**src/hw/mft_pkg.sv**
```systemverilog
package mft_pkg;
  // register indices as printed; byte address is four times the index
  localparam logic [9:0] IDX_STATUS_CONTROL = 10'h008;
  localparam logic [9:0] IDX_COUNT_LOW = 10'h009;
  localparam int ADDR_W = 12;

  // status/control field positions
  localparam int BIT_OVF_FLAG = 7;
  localparam int BIT_PER_FLAG = 6;
  localparam int BIT_OVF_EN = 5;
  localparam int BIT_PER_EN = 4;
  localparam int BIT_OVF_CLR = 3;
  localparam int BIT_PER_CLR = 2;
  localparam int BIT_RATE_HI = 1;
  localparam int BIT_RATE_LO = 0;

  // reset values
  localparam logic [1:0] RATE_RESET = 2'h3;

  // counter chain geometry
  localparam int PRESCALE_DIV = 4;
  localparam int PRESCALE_W = 2;
  localparam int CHAIN_W = 15;
  localparam int LOW_W = 8;
  // lowest chain bit whose carry-out marks rate 00 (2^14 clocks)
  localparam int RATE_BASE_BIT = 11;

  // watchdog: timeout on the ninth periodic tick after a clear
  localparam int WDOG_W = 4;
  localparam logic [3:0] WDOG_LAST = 4'h8;

  // power-on startup lengths in clock cycles
  localparam int STARTUP_LONG_CYC = 4064;
  localparam int STARTUP_SHORT_CYC = 16;
  localparam int STARTUP_W = 12;
  localparam logic [11:0] STARTUP_LONG_LAST = 12'(STARTUP_LONG_CYC - 1);
  localparam logic [11:0] STARTUP_SHORT_LAST = 12'(STARTUP_SHORT_CYC - 1);

  typedef enum logic {MFT_STARTUP, MFT_RUN} mft_phase_e;

  // software control fields
  typedef struct packed {
    logic ovf_en;
    logic per_en;
    logic [1:0] rate;
  } mft_ctrl_s;

  // hardware flags
  typedef struct packed {
    logic ovf;
    logic per;
  } mft_flags_s;
endpackage

```
**src/hw/mft_prescaler.sv**
```systemverilog
`timescale 1ns/10ps
`default_nettype none
module mft_prescaler (
  // clock and reset
  input wire logic pclk,
  input wire logic presetn,
  // control
  input wire logic clear,
  // one-cycle enable every fourth clock
  output logic tick
);
  logic [mft_pkg::PRESCALE_W-1:0] div;

  ////////////////////////////////////////////////////////////////////////
  // free divider; tick lands when the divider wraps
  always_ff @(posedge pclk or negedge presetn) begin
    if (!presetn) begin
      div <= '0;
      tick <= 1'b0;
    end else if (clear) begin
      div <= '0;
      tick <= 1'b0;
    end else begin
      div <= div + 2'h1;
      tick <= (div == 2'(mft_pkg::PRESCALE_DIV - 1));
    end
  end
endmodule
`default_nettype wire

```
**src/hw/mft_watchdog.sv**
```systemverilog
`timescale 1ns/10ps
`default_nettype none
module mft_watchdog (
  // clock and reset
  input wire logic pclk,
  input wire logic presetn,
  // periodic tick and clears
  input wire logic tick,
  input wire logic clear,
  // status
  output logic [mft_pkg::WDOG_W-1:0] count,
  output logic timeout
);
  ////////////////////////////////////////////////////////////////////////
  // counts periodic ticks; a clear mid-interval costs up to one interval
  always_ff @(posedge pclk or negedge presetn) begin
    if (!presetn) begin
      count <= '0;
      timeout <= 1'b0;
    end else if (clear) begin
      count <= '0;
      timeout <= 1'b0;
    end else begin
      timeout <= tick && (count == mft_pkg::WDOG_LAST);
      if (tick) begin
        count <= (count == mft_pkg::WDOG_LAST) ? '0 : count + 4'h1;
      end
    end
  end
endmodule
`default_nettype wire

```
**src/hw/mft_top.sv**
```systemverilog
`timescale 1ns/10ps
`default_nettype none
module mft_top (
  // clock and reset
  input wire logic pclk,
  input wire logic presetn,
  // apb slave
  input wire logic psel,
  input wire logic penable,
  input wire logic pwrite,
  input wire logic [mft_pkg::ADDR_W-1:0] paddr,
  input wire logic [31:0] pwdata,
  output logic [31:0] prdata,
  output logic pready,
  output logic pslverr,
  // processor side controls
  input wire logic short_startup_option,
  input wire logic stop_instr,
  input wire logic wait_mode,
  input wire logic global_irq_mask,
  input wire logic watchdog_clear,
  // requests and status
  output logic overflow_irq,
  output logic periodic_interrupt,
  output logic wake_request,
  output logic watchdog_timeout,
  output logic startup_busy
);
  mft_pkg::mft_phase_e phase;
  mft_pkg::mft_ctrl_s ctrl;
  mft_pkg::mft_flags_s flags;
  logic [mft_pkg::CHAIN_W-1:0] chain;
  logic [mft_pkg::STARTUP_W-1:0] startup_cnt;
  logic short_strap;
  logic strap_taken;
  logic pre_tick;
  logic chain_clear;
  logic ovf_event;
  logic per_event;
  logic wr_access;
  logic rd_access;
  logic wr_status;
  logic wdog_timeout;
  logic [mft_pkg::WDOG_W-1:0] wdog_count;
  logic [mft_pkg::LOW_W-1:0] status_byte;
  logic [3:0] tap_carry;
  logic next_ovf_irq;
  logic next_per_irq;

  ////////////////////////////////////////////////////////////////////////
  // decode helper shared by the read and write paths
  function automatic logic addr_hit(input logic [mft_pkg::ADDR_W-1:0] a,
                                    input logic [9:0] idx);
    addr_hit = (a[11:2] == idx) && (a[1:0] == 2'h0);
  endfunction

  ////////////////////////////////////////////////////////////////////////
  // prescaler and watchdog
  // stop and startup end both restart the whole chain from zero
  assign chain_clear = stop_instr ||
                       (phase == mft_pkg::MFT_STARTUP && strap_taken &&
                        startup_cnt == (short_strap ? mft_pkg::STARTUP_SHORT_LAST
                                                    : mft_pkg::STARTUP_LONG_LAST));

  mft_prescaler u_prescaler (
    .pclk(pclk),
    .presetn(presetn),
    .clear(chain_clear),
    .tick(pre_tick)
  );

  mft_watchdog u_watchdog (
    .pclk(pclk),
    .presetn(presetn),
    .tick(per_event),
    .clear(watchdog_clear || chain_clear),
    .count(wdog_count),
    .timeout(wdog_timeout)
  );

  ////////////////////////////////////////////////////////////////////////
  // startup strap caught after reset release, never in the reset branch
  always_ff @(posedge pclk or negedge presetn) begin
    if (!presetn) begin
      short_strap <= 1'b0;
      strap_taken <= 1'b0;
    end else if (!strap_taken) begin
      short_strap <= short_startup_option;
      strap_taken <= 1'b1;
    end
  end

  // startup phase: counter runs, takes one more step as the hold releases and the chain is cleared, then keeps its value
  always_ff @(posedge pclk or negedge presetn) begin
    if (!presetn) begin
      phase <= mft_pkg::MFT_STARTUP;
      startup_cnt <= '0;
      startup_busy <= 1'b1;
    end else begin
      case (phase)
        mft_pkg::MFT_STARTUP: begin
          if (strap_taken) begin
            startup_cnt <= startup_cnt + 12'h001;
          end
          if (chain_clear && !stop_instr) begin
            phase <= mft_pkg::MFT_RUN;
            startup_busy <= 1'b0;
          end
        end
        mft_pkg::MFT_RUN: begin
          startup_busy <= 1'b0;
        end
        default: begin
          phase <= mft_pkg::MFT_STARTUP;
          startup_cnt <= '0;
          startup_busy <= 1'b1;
        end
      endcase
    end
  end

  ////////////////////////////////////////////////////////////////////////
  // synchronous chain, one step per prescaler tick
  always_ff @(posedge pclk or negedge presetn) begin
    if (!presetn) begin
      chain <= '0;
    end else if (chain_clear) begin
      chain <= '0;
    end else if (pre_tick) begin
      chain <= chain + 15'h0001;
    end
  end

  // overflow event when the low eight stages roll from all ones
  assign ovf_event = pre_tick && !chain_clear &&
                     (chain[mft_pkg::LOW_W-1:0] == 8'hFF);

  // carries out of stage 11..14 give the four periodic taps
  genvar gi;
  generate
    for (gi = 0; gi < 4; gi++) begin : g_tap
      assign tap_carry[gi] = &chain[mft_pkg::RATE_BASE_BIT+gi:0];
    end
  endgenerate

  assign per_event = pre_tick && !chain_clear && tap_carry[ctrl.rate];

  ////////////////////////////////////////////////////////////////////////
  // apb access qualifiers; one wait state, write lands with pready
  assign wr_access = psel && penable && pready && pwrite;
  assign rd_access = psel && penable && !pready && !pwrite;
  assign wr_status = wr_access && addr_hit(paddr, mft_pkg::IDX_STATUS_CONTROL);

  always_ff @(posedge pclk or negedge presetn) begin
    if (!presetn) begin
      pready <= 1'b0;
    end else begin
      pready <= psel && penable && !pready;
    end
  end

  // software control fields; stop drops the enables but keeps the rate
  always_ff @(posedge pclk or negedge presetn) begin
    if (!presetn) begin
      ctrl.ovf_en <= 1'b0;
      ctrl.per_en <= 1'b0;
      ctrl.rate <= mft_pkg::RATE_RESET;
    end else if (stop_instr) begin
      ctrl.ovf_en <= 1'b0;
      ctrl.per_en <= 1'b0;
    end else if (wr_status) begin
      ctrl.ovf_en <= pwdata[mft_pkg::BIT_OVF_EN];
      ctrl.per_en <= pwdata[mft_pkg::BIT_PER_EN];
      ctrl.rate <= {pwdata[mft_pkg::BIT_RATE_HI], pwdata[mft_pkg::BIT_RATE_LO]};
    end
  end

  ////////////////////////////////////////////////////////////////////////
  // flags: set beats a same-cycle clear; writes to flag bits are ignored
  always_ff @(posedge pclk or negedge presetn) begin
    if (!presetn) begin
      flags <= '0;
    end else if (stop_instr) begin
      flags <= '0;
    end else begin
      flags.ovf <= ovf_event ||
                   (flags.ovf && !(wr_status && pwdata[mft_pkg::BIT_OVF_CLR]));
      flags.per <= per_event ||
                   (flags.per && !(wr_status && pwdata[mft_pkg::BIT_PER_CLR]));
    end
  end

  ////////////////////////////////////////////////////////////////////////
  // readback image; clear bits are never stored and read as zero
  always_comb begin
    status_byte = '0;
    status_byte[mft_pkg::BIT_OVF_FLAG] = flags.ovf;
    status_byte[mft_pkg::BIT_PER_FLAG] = flags.per;
    status_byte[mft_pkg::BIT_OVF_EN] = ctrl.ovf_en;
    status_byte[mft_pkg::BIT_PER_EN] = ctrl.per_en;
    status_byte[mft_pkg::BIT_OVF_CLR] = 1'b0;
    status_byte[mft_pkg::BIT_PER_CLR] = 1'b0;
    status_byte[mft_pkg::BIT_RATE_HI] = ctrl.rate[1];
    status_byte[mft_pkg::BIT_RATE_LO] = ctrl.rate[0];
  end

  // read data and error are captured in the cycle before pready rises
  always_ff @(posedge pclk or negedge presetn) begin
    if (!presetn) begin
      prdata <= '0;
      pslverr <= 1'b0;
    end else if (psel && penable && !pready) begin
      prdata <= '0;
      pslverr <= !(addr_hit(paddr, mft_pkg::IDX_STATUS_CONTROL) ||
                   addr_hit(paddr, mft_pkg::IDX_COUNT_LOW));
      if (rd_access && addr_hit(paddr, mft_pkg::IDX_STATUS_CONTROL)) begin
        prdata <= {24'h000000, status_byte};
      end else if (rd_access && addr_hit(paddr, mft_pkg::IDX_COUNT_LOW)) begin
        prdata <= {24'h000000, chain[mft_pkg::LOW_W-1:0]};
      end
    end else begin
      prdata <= '0;
      pslverr <= 1'b0;
    end
  end

  ////////////////////////////////////////////////////////////////////////
  // requests; the global mask gates the requests but not the wake
  assign next_ovf_irq = flags.ovf && ctrl.ovf_en;
  assign next_per_irq = flags.per && ctrl.per_en;

  always_ff @(posedge pclk or negedge presetn) begin
    if (!presetn) begin
      overflow_irq <= 1'b0;
      periodic_interrupt <= 1'b0;
      wake_request <= 1'b0;
      watchdog_timeout <= 1'b0;
    end else begin
      overflow_irq <= next_ovf_irq && !global_irq_mask;
      periodic_interrupt <= next_per_irq && !global_irq_mask;
      wake_request <= wait_mode && (next_ovf_irq || next_per_irq);
      watchdog_timeout <= wdog_timeout;
    end
  end
endmodule
`default_nettype wire

```
**config.mk**
```make
export PLATFORM = sky130hd
export DESIGN_NAME = mft_top
export DESIGN_NICKNAME = d
export VERILOG_FILES = /design/src/hw/mft_pkg.sv /design/src/hw/mft_prescaler.sv /design/src/hw/mft_watchdog.sv /design/src/hw/mft_top.sv
export SDC_FILE = /design/constraint.sdc
export NUM_CORES = 1
export LEC_CHECK = 0
export ABC_AREA = 1
export BUFFER_PORTS_ARGS = -buffer_cell sky130_fd_sc_hd__clkbuf_2
export CORE_ASPECT_RATIO = 1.25
export CORE_MARGIN = 2
export CORE_UTILIZATION = 55
export DETAILED_ROUTE_END_ITERATION = 12
export PLACE_DENSITY = 0.82
export SYNTH_ARGS = -nofsm -noshare
export SYNTH_HDL_FRONTEND = slang
export SYNTH_HIERARCHICAL = 1
export SYNTH_SLANG_ARGS = --single-unit
```
**constraint.sdc**
```tcl
create_clock -name pclk -period 3.29 [get_ports pclk]
set_clock_uncertainty 0.15 [all_clocks]
set_input_delay 0.329 -clock pclk [delete_from_list [all_inputs] [get_ports pclk]]
set_output_delay 0.329 -clock pclk [all_outputs]
set_load 0.05 [all_outputs]
```
Yosys cells after proc, flatten, opt, wreduce, memory -nomap -nowiden
Cells that the tools add are included.

storage, ports and cells
  bits of input ports = 54
  bits in registers = 83
  bits in latches = 0
  memories kept = 0
  output and inout port bits = 39
  memory bits (read-only) = 0
  RAM bits = 0
  word-level logic and storage cells = 108

cells by class
  bitwise operators = 2
  eq/ne operators = 7
  divide/modulo/power cells = 0
  magnitude comparators = 1
  shift-type cells = 0
  reduce and logical (&&, ||, !) cells = 50
  multiplexer cells = 22
  multipliers = 0
  add/subtract/negate cells = 4

operators by type and width
  kind                                                                     number
  32-bit 2-to-1 mux                                                        1
  15-bit 2-to-1 mux                                                        2
  1-bit logical AND                                                        26
  10-bit by 4-bit equality test with 1-bit output (second input constant)  2
  4-bit 2-to-1 mux                                                         4
  8-bit 2-to-1 mux                                                         2
  15-bit by 1-bit adder with 15-bit output (second input constant)         1
  15-bit AND reduction                                                     1
  14-bit AND reduction                                                     1
  13-bit AND reduction                                                     1
  12-bit by 1-bit adder with 12-bit output (second input constant)         1
  12-bit equality test                                                     1
  12-bit 2-to-1 mux                                                        1
  12-bit AND reduction                                                     1
  8-bit equality test (second input constant)                              1
  1-bit zero test                                                          8
  1-bit 2-to-1 mux                                                         7
  1-bit logical OR                                                         6
  2-bit 2-to-1 mux                                                         3
  2-bit nonzero test                                                       3
  4-bit by 1-bit adder with 4-bit output (second input constant)           1
  4-bit equality test (second input constant)                              1
  2-bit AND reduction                                                      2
  2-bit by 3-bit < comparator with 1-bit output (second input constant)    1
  other kinds (7)                                                          8

Depth between registers and ports, before layout
Gate-level depths: netlist of the first run.

  depth after elaboration = 9
  gate-level depth with buffers = 14
  gate-level depth less buffers = 14

Modules after synthesis
The synthesis of the first run kept the hierarchy.

by module, submodules not included
  module         cells an instance  instances  area an instance (sq um)  sequential area each (sq um)
  mft_top        306                1          2,640.0                   1,280.0
  mft_watchdog   36                 1          284.0                     125.1
  mft_prescaler  9                  1          106.4                     75.1

Worst setup path after synthesis of the first run
No wires, ideal clock.

  path kind = reg-to-reg
  start point = register chain[0] (netlist bit)
  end point = register u_watchdog/count[2] (netlist bit)
  data arrival time = 1,645 ps
  library setup time = 119 ps
  path buffers = 0
  clock period less this slack = 1,914 ps
  cell stages (with the launch flop) = 14
  setup slack = 1,376 ps
  data required time = 3,021 ps
  path through = dfrtp_1 -> ha_1 -> nand3_2 -> nor2_4 -> nand2_2 -> or2_4 -> nor2_2 -> nand3_2 -> inv_1 -> inv_2 -> nand2_4 -> nand3_1 -> nand2_1 -> nor2_1

on the way
  word-level cells in the longest chain between the ends = 5
  elaborated cells on any way between the ends = 8
  classes of those cells = mux (2); reduce/logical (6)

ends and longest elaborated chain
  what                                                RTL line            RTL
  start: declaration                                  mft_top.sv:32       logic [mft_pkg::CHAIN_W-1:0] chain;
  start signal: assignment                            mft_top.sv:130      chain <= chain + 15'h0001;
  15-bit AND reduction, or another cell as far along  mft_top.sv:142      assign tap_carry[gi] = &chain[mft_pkg::RATE_BASE_BIT+gi:0];
  1-bit binary-select mux with 2-bit select *         mft_top.sv:146      assign per_event = pre_tick && !chain_clear && tap_carry[ctrl.rate];
  1-bit 2-to-1 mux (implied by the code) *            mft_top.sv:146
  1-bit logical AND *                                 mft_top.sv:146
  net per_event                                       mft_top.sv:39       logic per_event;
  2-bit nonzero test (no source line) *               -
  end signal: assignment                              mft_watchdog.sv:26  count <= (count == mft_pkg::WDOG_LAST) ? '0 : count + 4'h1;
  end: declaration                                    mft_watchdog.sv:11  output logic [mft_pkg::WDOG_W-1:0] count,

The timed path passes the listed nets; every way through them passes the cells marked *. The select of a mux whose other input is x is not followed.
A chain may end at the register's enable or synchronous reset.

Final worst setup path of the first run
  start point = register startup_cnt[0] (netlist bit)
  end point = register u_watchdog/count[3] (netlist bit)

on the way
  word-level cells in the longest chain between the ends = 7
  elaborated cells on any way between the ends = 9
  classes of those cells = eq/ne (1); mux (1); reduce/logical (7)

ends and longest elaborated chain
  what                                 RTL line        RTL
  start: declaration                   mft_top.sv:33   logic [mft_pkg::STARTUP_W-1:0] startup_cnt;
  start signal: assignment             mft_top.sv:103  startup_cnt <= startup_cnt + 12'h001;
  12-bit equality test *               mft_top.sv:62   startup_cnt == (short_strap ? mft_pkg::STARTUP_SHORT_LAST
  1-bit logical AND *                  mft_top.sv:61   (phase == mft_pkg::MFT_STARTUP && strap_taken &&
  1-bit logical OR *                   mft_top.sv:60   assign chain_clear = stop_instr ||
  1-bit zero test                      mft_top.sv:146
  1-bit logical AND (2 in series)      mft_top.sv:146
  2-bit nonzero test (no source line)  -

Every way passes the cells marked *; elsewhere a longest branch is shown, timed or not.

==> results of run 1 <==
==> metrics by stage <==
stage	cell area, µm²	hold slack [ns]	std cells	utilization, %
finish	3440	0.0136	473	64.0
global route	3440	0.0241	473	64.0
CTS	3440	0.0146	473	64.0
detailed placement	3220	0.186	456	60.0
global placement	3220	0.184	456	60.0
floorplan	3120	-0.117	374	-
==> sequential cells by signal (all words and copies together), names as in the netlist, 2 cells and up <==
name	count
flags	2
ctrl	4
u_watchdog/count	4
prdata	8
chain	15
startup_cnt	12
u_prescaler/div	2
==> path summary, 6_finish.rpt <==
| path | from | endpoint | slack [ns] | cells after the start |
|---|---|---|---|---|
| worst max-delay path | startup_cnt[0]$_DFFE_PN0P_ | u_watchdog/count[3]$_DFFE_PN0P_ | 0.92 | 11 |
| worst min-delay path | presetn | startup_cnt[0]$_DFFE_PN0P_ | 0.01 | 1 |
| worst max register to register | startup_cnt[0]$_DFFE_PN0P_ | u_watchdog/count[3]$_DFFE_PN0P_ | 0.92 | 11 |
| worst min register to register | u_watchdog/timeout$_DFF_PN0_ | watchdog_timeout$_DFF_PN0_ | 0.20 | 0 |
| max in group asynchronous | presetn | startup_busy$_DFFE_PN1P_ | 2.11 | 2 |
| min in group pclk | pwdata[1] | ctrl[1]$_DFFE_PN1P_ | 0.02 | 3 |
==> worst max-delay path, cell delays in order (launching register included) <==
cell	delay [ns]
dfrtp_1	0.41
ha_1	0.23
nand3_2	0.11
nor3_1	0.07
nand3_1	0.19
nand2_2	0.28
or2_2	0.39
inv_2	0.11
nand2_1	0.06
nor2_1	0.15
nand3_1	0.09
nand2_1	0.06
==> cells by family after synthesis <==
family,count (synthesis),synth area share (%)
AND/OR/NAND/NOR,180,28.4
flip-flops,59,48.8
buffers and inverters,65,11.3
adder cells (fa/ha/maj),5,2.06
other,2,0.248
AO/OA/AOI/OAI,24,4.38
multiplexers,1,0.372
XOR/XNOR,15,4.34
==> layout make-up <==
class / instances / area share (%)
Tap cell: 64 / 2.33
Clock inverter: 6 / 1.89
Clock buffer: 10 / 4.01
Sequential cell: 59 / 43.1
Inverter: 40 / 4.41
Timing Repair Buffer: 44 / 6.63
Multi-Input combinational cell: 250 / 37.7
==> power by group through the flow <==
stage,Clock [mW],Sequential [mW],Combinational [mW]
after floorplan,0,0.753,0.107
after global placement,0,0.749,0.125
after detailed placement,0,0.749,0.127
after CTS,0.664,0.735,0.129
after global routing,0.700,0.735,0.140
final,0.658,0.736,0.128
==> routing by layer <==
| metal | routed length [µm] | vias to the layer above |
|---|---|---|
| met3 | 301 | 16 |
| met5 | 0 | - |
| met4 | 187 | 0 |
| li1 | - | 1175 |
| met1 | 2420 | 1114 |
| met2 | 2980 | 79 |
==> placed cells by master (no fill, tap or decap), types with 7 or more instances in the layout <==
| master | instances |
|---|---|
| nand2_1 | 63 |
| inv_1 | 35 |
| clkbuf_8 | 10 |
| nor2_1 | 50 |
| nor3_1 | 8 |
| xnor2_1 | 8 |
| conb_1 | 25 |
| nand3_1 | 26 |
| xor2_1 | 7 |
| o21ai_0 | 12 |
| dfrtp_1 | 56 |
| clkbuf_2 | 42 |
==> summary.txt, run 1 <==
first-pass GRT wire length = 9880 µm
drt total wl = 5890 µm
area occupied by multi-input gates = 0.00129 mm²
Skew-Pair Late Insertion Delay = 0.34 ns
layout cells sized above 1 = 21.8%
Slew headroom = 29.6%
setup TNS = 0 ns
wire per inst = 12.4 µm
Int Power = 1.12 mW
CTS tree = yes
Yosys reg bits = 59
PortBufs = 42
top cells by area, synth = dfrtp_1, nand2_1, nor2_1
fin. max-slew vios = 0
CTS Sinks = 59
Hold Crit Class = input port to asynchronous set/reset pin
Remaining DRCs = 0
post-CTS setup buffers = 0
gpl congestion = 0.835
met1 Usage GRT = 23.4%
synth unique cells = 38
global route overflow = 0
fillers = 444
met2 Track Usage GR = 36.6%
CTS Buf Count = 9
initial antenna violation count = 0
DR iter-0 viols = 73
met3 GRT Util = 4.05%
Main synth FF type = dfrtp_1
area of the mapped netlist = 0.00303 mm²
Mapped Cells = 351
Period minus WS final = 2.37 ns
Area growth, synth to finish = 13.4%
top cell type's share of synthesized area = 46.2%
diodes inserted = 0
Routed Antenna Nets = 0
quantity of hold-fixing buffers added after cts = 1
pwr dens = 443 mW/mm²
Die Y = 87.0 µm
Final nets = 463
Worst Path Arrival = 2.50 ns
combinational power share = 8.4%
fin worst setup slack = 0.921 ns
most common cell in the netlist = nand2_1
Critical Path RT = 3.42 ns
# rows = 30
most instantiated cells after synthesis = nand2_1, dfrtp_1, nor2_1, inv_1, nand3_1
Async SR Flop Fraction = 100%
status = finished, final reports clean
Leak = 1.71 nW
Hold Violations, Final = 0
maxcap violations = 0
EDFF count, synth = 0
DRT Pass-1 Iters = 4
maximum clock rate = 422 MHz
post-route clock period utilization = 72.0%
yosys warns = 6
RSZ-0062 raised after global routing = no
total die area = 0.00612 mm²
Core ar. = 0.00537 mm²
total track usage = 20.8%
Seq. cell area = 0.00148 mm²
via/cell ratio = 5.04
Switching Share = 26.2%
Boundary Pins = 93
Vias = 2384
dpl ws = 0.939 ns
post-CTS resize count = 0
sw power = 0.398 mW
Clock power frac = 43.2%
Crit Path Category = register to register
Initial Util = 56.5%
CP Capture Type = register
htree depth = 3
worst slew pin tran = 1.06 ns
Tot Pwr = 1.52 mW
largest net degree at the start of global routing = 45
Root Buffer = clkbuf_8
sequential area share after synthesis = 48.8%
GRT Max-Usage Layer = met2
Die X = 70.4 µm
startpoint types = register
worst ir drop on vdd = 296 µV
area leader, netlist = dfrtp_1
DP Wirelength = 4350 µm
Avg Inst Size Synth = 8.63 µm²
peak fanout along the critical path = 19
clock buffer depth = 2
Setup violations, final = 0
vias in the first global route = 2383
clk slew on worst S/H paths = 0.07 ns
Reg power frac = 48.4%
No activity file was read; power rests on OpenSTA's default activity.
==> run 2, diff against run 1 <==
Settings changed: CORE_UTILIZATION 55 to 46, PLACE_DENSITY 0.82 to 0.73.
Clock period 3.29 ns to 2 ns, I/O delays scaled along.
==> run 2 against run 1 <==
Effect of this change: die area rose by 19%; first-iteration DRC count rose by 77%; register-to-register slack got worse by 0.87 ns; sequential power rose by 64%; critical endpoint is now u_watchdog/count[2]$_DFFE_PN0P_; largest cell class unchanged; sequential share of layout area fell by 3.7 points; wire length rose by 3.5%; fmax rose by 21%; critical path depth rose by 2; sequential cell count did not move.
==> summary.txt, run 2 (synthesis results as in run 1) <==
status = finished, final reports clean
fin worst setup slack = 0.0499 ns (-0.871 ns)
via/cell ratio = 4.71 (-6.5%)
Hold Violations, Final = 0 (unchanged)
CTS Sinks = 59 (unchanged)
total die area = 0.00726 mm² (+19%)
largest net degree at the start of global routing = 60 (+33%)
fin. max-slew vios = 0 (unchanged)
drt total wl = 6100 µm (+3.5%)
R2R setup slack = 0.05 ns (-0.87 ns)
Tot Pwr = 2.67 mW (+76%)
maximum clock rate = 513 MHz (+21%)
# rows = 33 (+10%)
Vias = 2464 (+3.4%)
global route overflow = 0 (unchanged)
commonest non-fill, non-tap cells in the layout = nand2_1, dfrtp_1, nor2_1
Largest register FFs = 15 (unchanged)
Int Power = 2.03 mW (+81%)
sw power = 0.642 mW (+61%)
Root Buffer = clkbuf_8
wire per inst = 11.7 µm (-6.4%)
CTS Buf Count = 9 (unchanged)
Remaining DRCs = 0 (unchanged)
Routed Antenna Nets = 0 (unchanged)
layout cells sized above 1 = 25.0% (+3.2 points)
DRT Pass-1 Iters = 4 (unchanged)
Largest regs = chain: 15 flops, startup_cnt: 12 flops, prdata: 8 flops
Core ar. = 0.00648 mm² (+21%)
maxcap violations = 0 (unchanged)
most common cell after layout, fill and taps aside = nand2_1
Switching Share = 24.1% (-2.1 points)
CTS tree = yes
Reg power frac = 45.3% (-3.1 points)
Period minus WS final = 1.95 ns (-0.419 ns)
post-route clock period utilization = 97.5% (+25 points)
pwr dens = 710 mW/mm² (+60%)
vias in the first global route = 2346 (-1.6%)
Boundary Pins = 93 (unchanged)
clk slew on worst S/H paths = 0.06 ns (about the same)
setup TNS = 0 ns (unchanged)
diodes inserted = 0 (unchanged)
gpl congestion = 0.886 (+6.1%)
Hold Crit Class = input port to register
fillers = 570 (+28%)
Skew-Pair Late Insertion Delay = 0.33 ns (about the same)
worst ir drop on vdd = 390 µV (+32%)
Die X = 76.6 µm (+8.8%)
combinational power share = 8.9% (+0.5 points)
Most flops, register = chain
Clock power frac = 45.8% (+2.6 points)
dpl ws = 0.0124 ns (-0.927 ns)
Area growth, synth to finish = 24.1%
initial antenna violation count = 0 (unchanged)
clock buffer depth = 2 (unchanged)
peak fanout along the critical path = 4 (-15)
Final nets = 490 (+5.8%)
total track usage = 17.5% (-3.3 points)
first-pass GRT wire length = 9930 µm (+0.50%)
DP Wirelength = 4210 µm (-3.3%)
Die Y = 94.7 µm (+8.9%)
CP Capture Type = register
htree depth = 3 (unchanged)
Critical Path RT = 2.07 ns (-1.35 ns)
RSZ-0062 raised after global routing = yes
Leak = 1.85 nW (+8.0%)
DR iter-0 viols = 129 (+77%)
PortBufs = 42 (unchanged)
Worst Path Arrival = 2.02 ns (-0.48 ns)
Initial Util = 46.7% (-9.7 points)
Crit Path Category = register to register
startpoint types = register
Setup violations, final = 0 (unchanged)
[run 2: changes by cell type in the layout (fill, tap and decap cells not counted), sizes merged]
cell / previous run / this run
buf: 1 / 19
bufinv: 1 / 2
clkbuf: 52 / 54
clkinv: 6 / 3
dlygate4sd3: 1 / 10
[run 2: final timing paths]
check                      depth (start not counted)                              end                          from
hold / removal                                     4               flags[0]$_DFF_PN0_                     pwdata[2]
setup / recovery                                  13  u_watchdog/count[2]$_DFFE_PN0P_          chain[1]$_DFFE_PN0P_
min in group asynchronous                          3             chain[3]$_DFFE_PN0P_                       presetn
setup reg to reg                                  13  u_watchdog/count[2]$_DFFE_PN0P_          chain[1]$_DFFE_PN0P_
max in group asynchronous                          3         startup_busy$_DFFE_PN1P_                       presetn
hold reg to reg                                    0       watchdog_timeout$_DFF_PN0_  u_watchdog/timeout$_DFF_PN0_
[run 2: area by class of cell]
type                       count  area [µm²]  share of cell area (%)
tap                           87         109                    2.90
clock inverter                 4        72.6                    1.93
clock buffer                  12         155                    4.13
inverter                      40         156                    4.16
multi-input combinational    250        1320                    35.1
sequential                    59        1480                    39.4
timing repair buffer          71         465                    12.4
[run 2: routing by layer]
layer  global-route usage, %  share of wire (%)  vias up
met5                       0                  0        -
met4                    11.4                2.7        0
met3                    3.44                4.3       15
met2                    30.7                 49       88
met1                    19.5                 44     1131
li1                        -                  -     1230
[run 2: what timing repair did]
action                     CTS  global route
hold buffers                10             0
setup endpoints to repair    1             5
resized for setup            1             7
pin swaps                    0             6
setup buffers                0             6
hold endpoints to repair    70             0
[run 2: worst max-delay path, cell delays in order (launching register included)]
cell	delay (ns)
dfrtp_1	0.39
ha_4	0.18
nand3_4	0.09
nor2_4	0.14
nand2_2	0.07
or2_4	0.27
nor2_4	0.09
nand3_2	0.08
inv_2	0.11
inv_4	0.05
nand2_4	0.07
nand3_1	0.06
nand2_1	0.07
nor2_1	0.03
[run 2: power groups by stage]
stage          registers (mW)  logic (mW)  clock network, mW
6_report                 1.21       0.237               1.22
5_1_grt                  1.21       0.257               1.30
4_1_cts                  1.21       0.235               1.25
3_5_place_dp             1.23       0.218                  0
3_3_place_gp             1.23       0.216                  0
2_1_floorplan            1.24       0.175                  0
[run 2: per-stage QoR]
step,util [%],cells,area (µm²),hold WS [ns]
finish,58.0,523,3760,0.0200
global route,58.0,523,3760,0.0483
CTS,56.8,517,3680,0.00253
detailed placement,51.7,491,3350,0.0761
global placement,51.7,491,3350,0.0754
floorplan,-,374,3120,-0.246
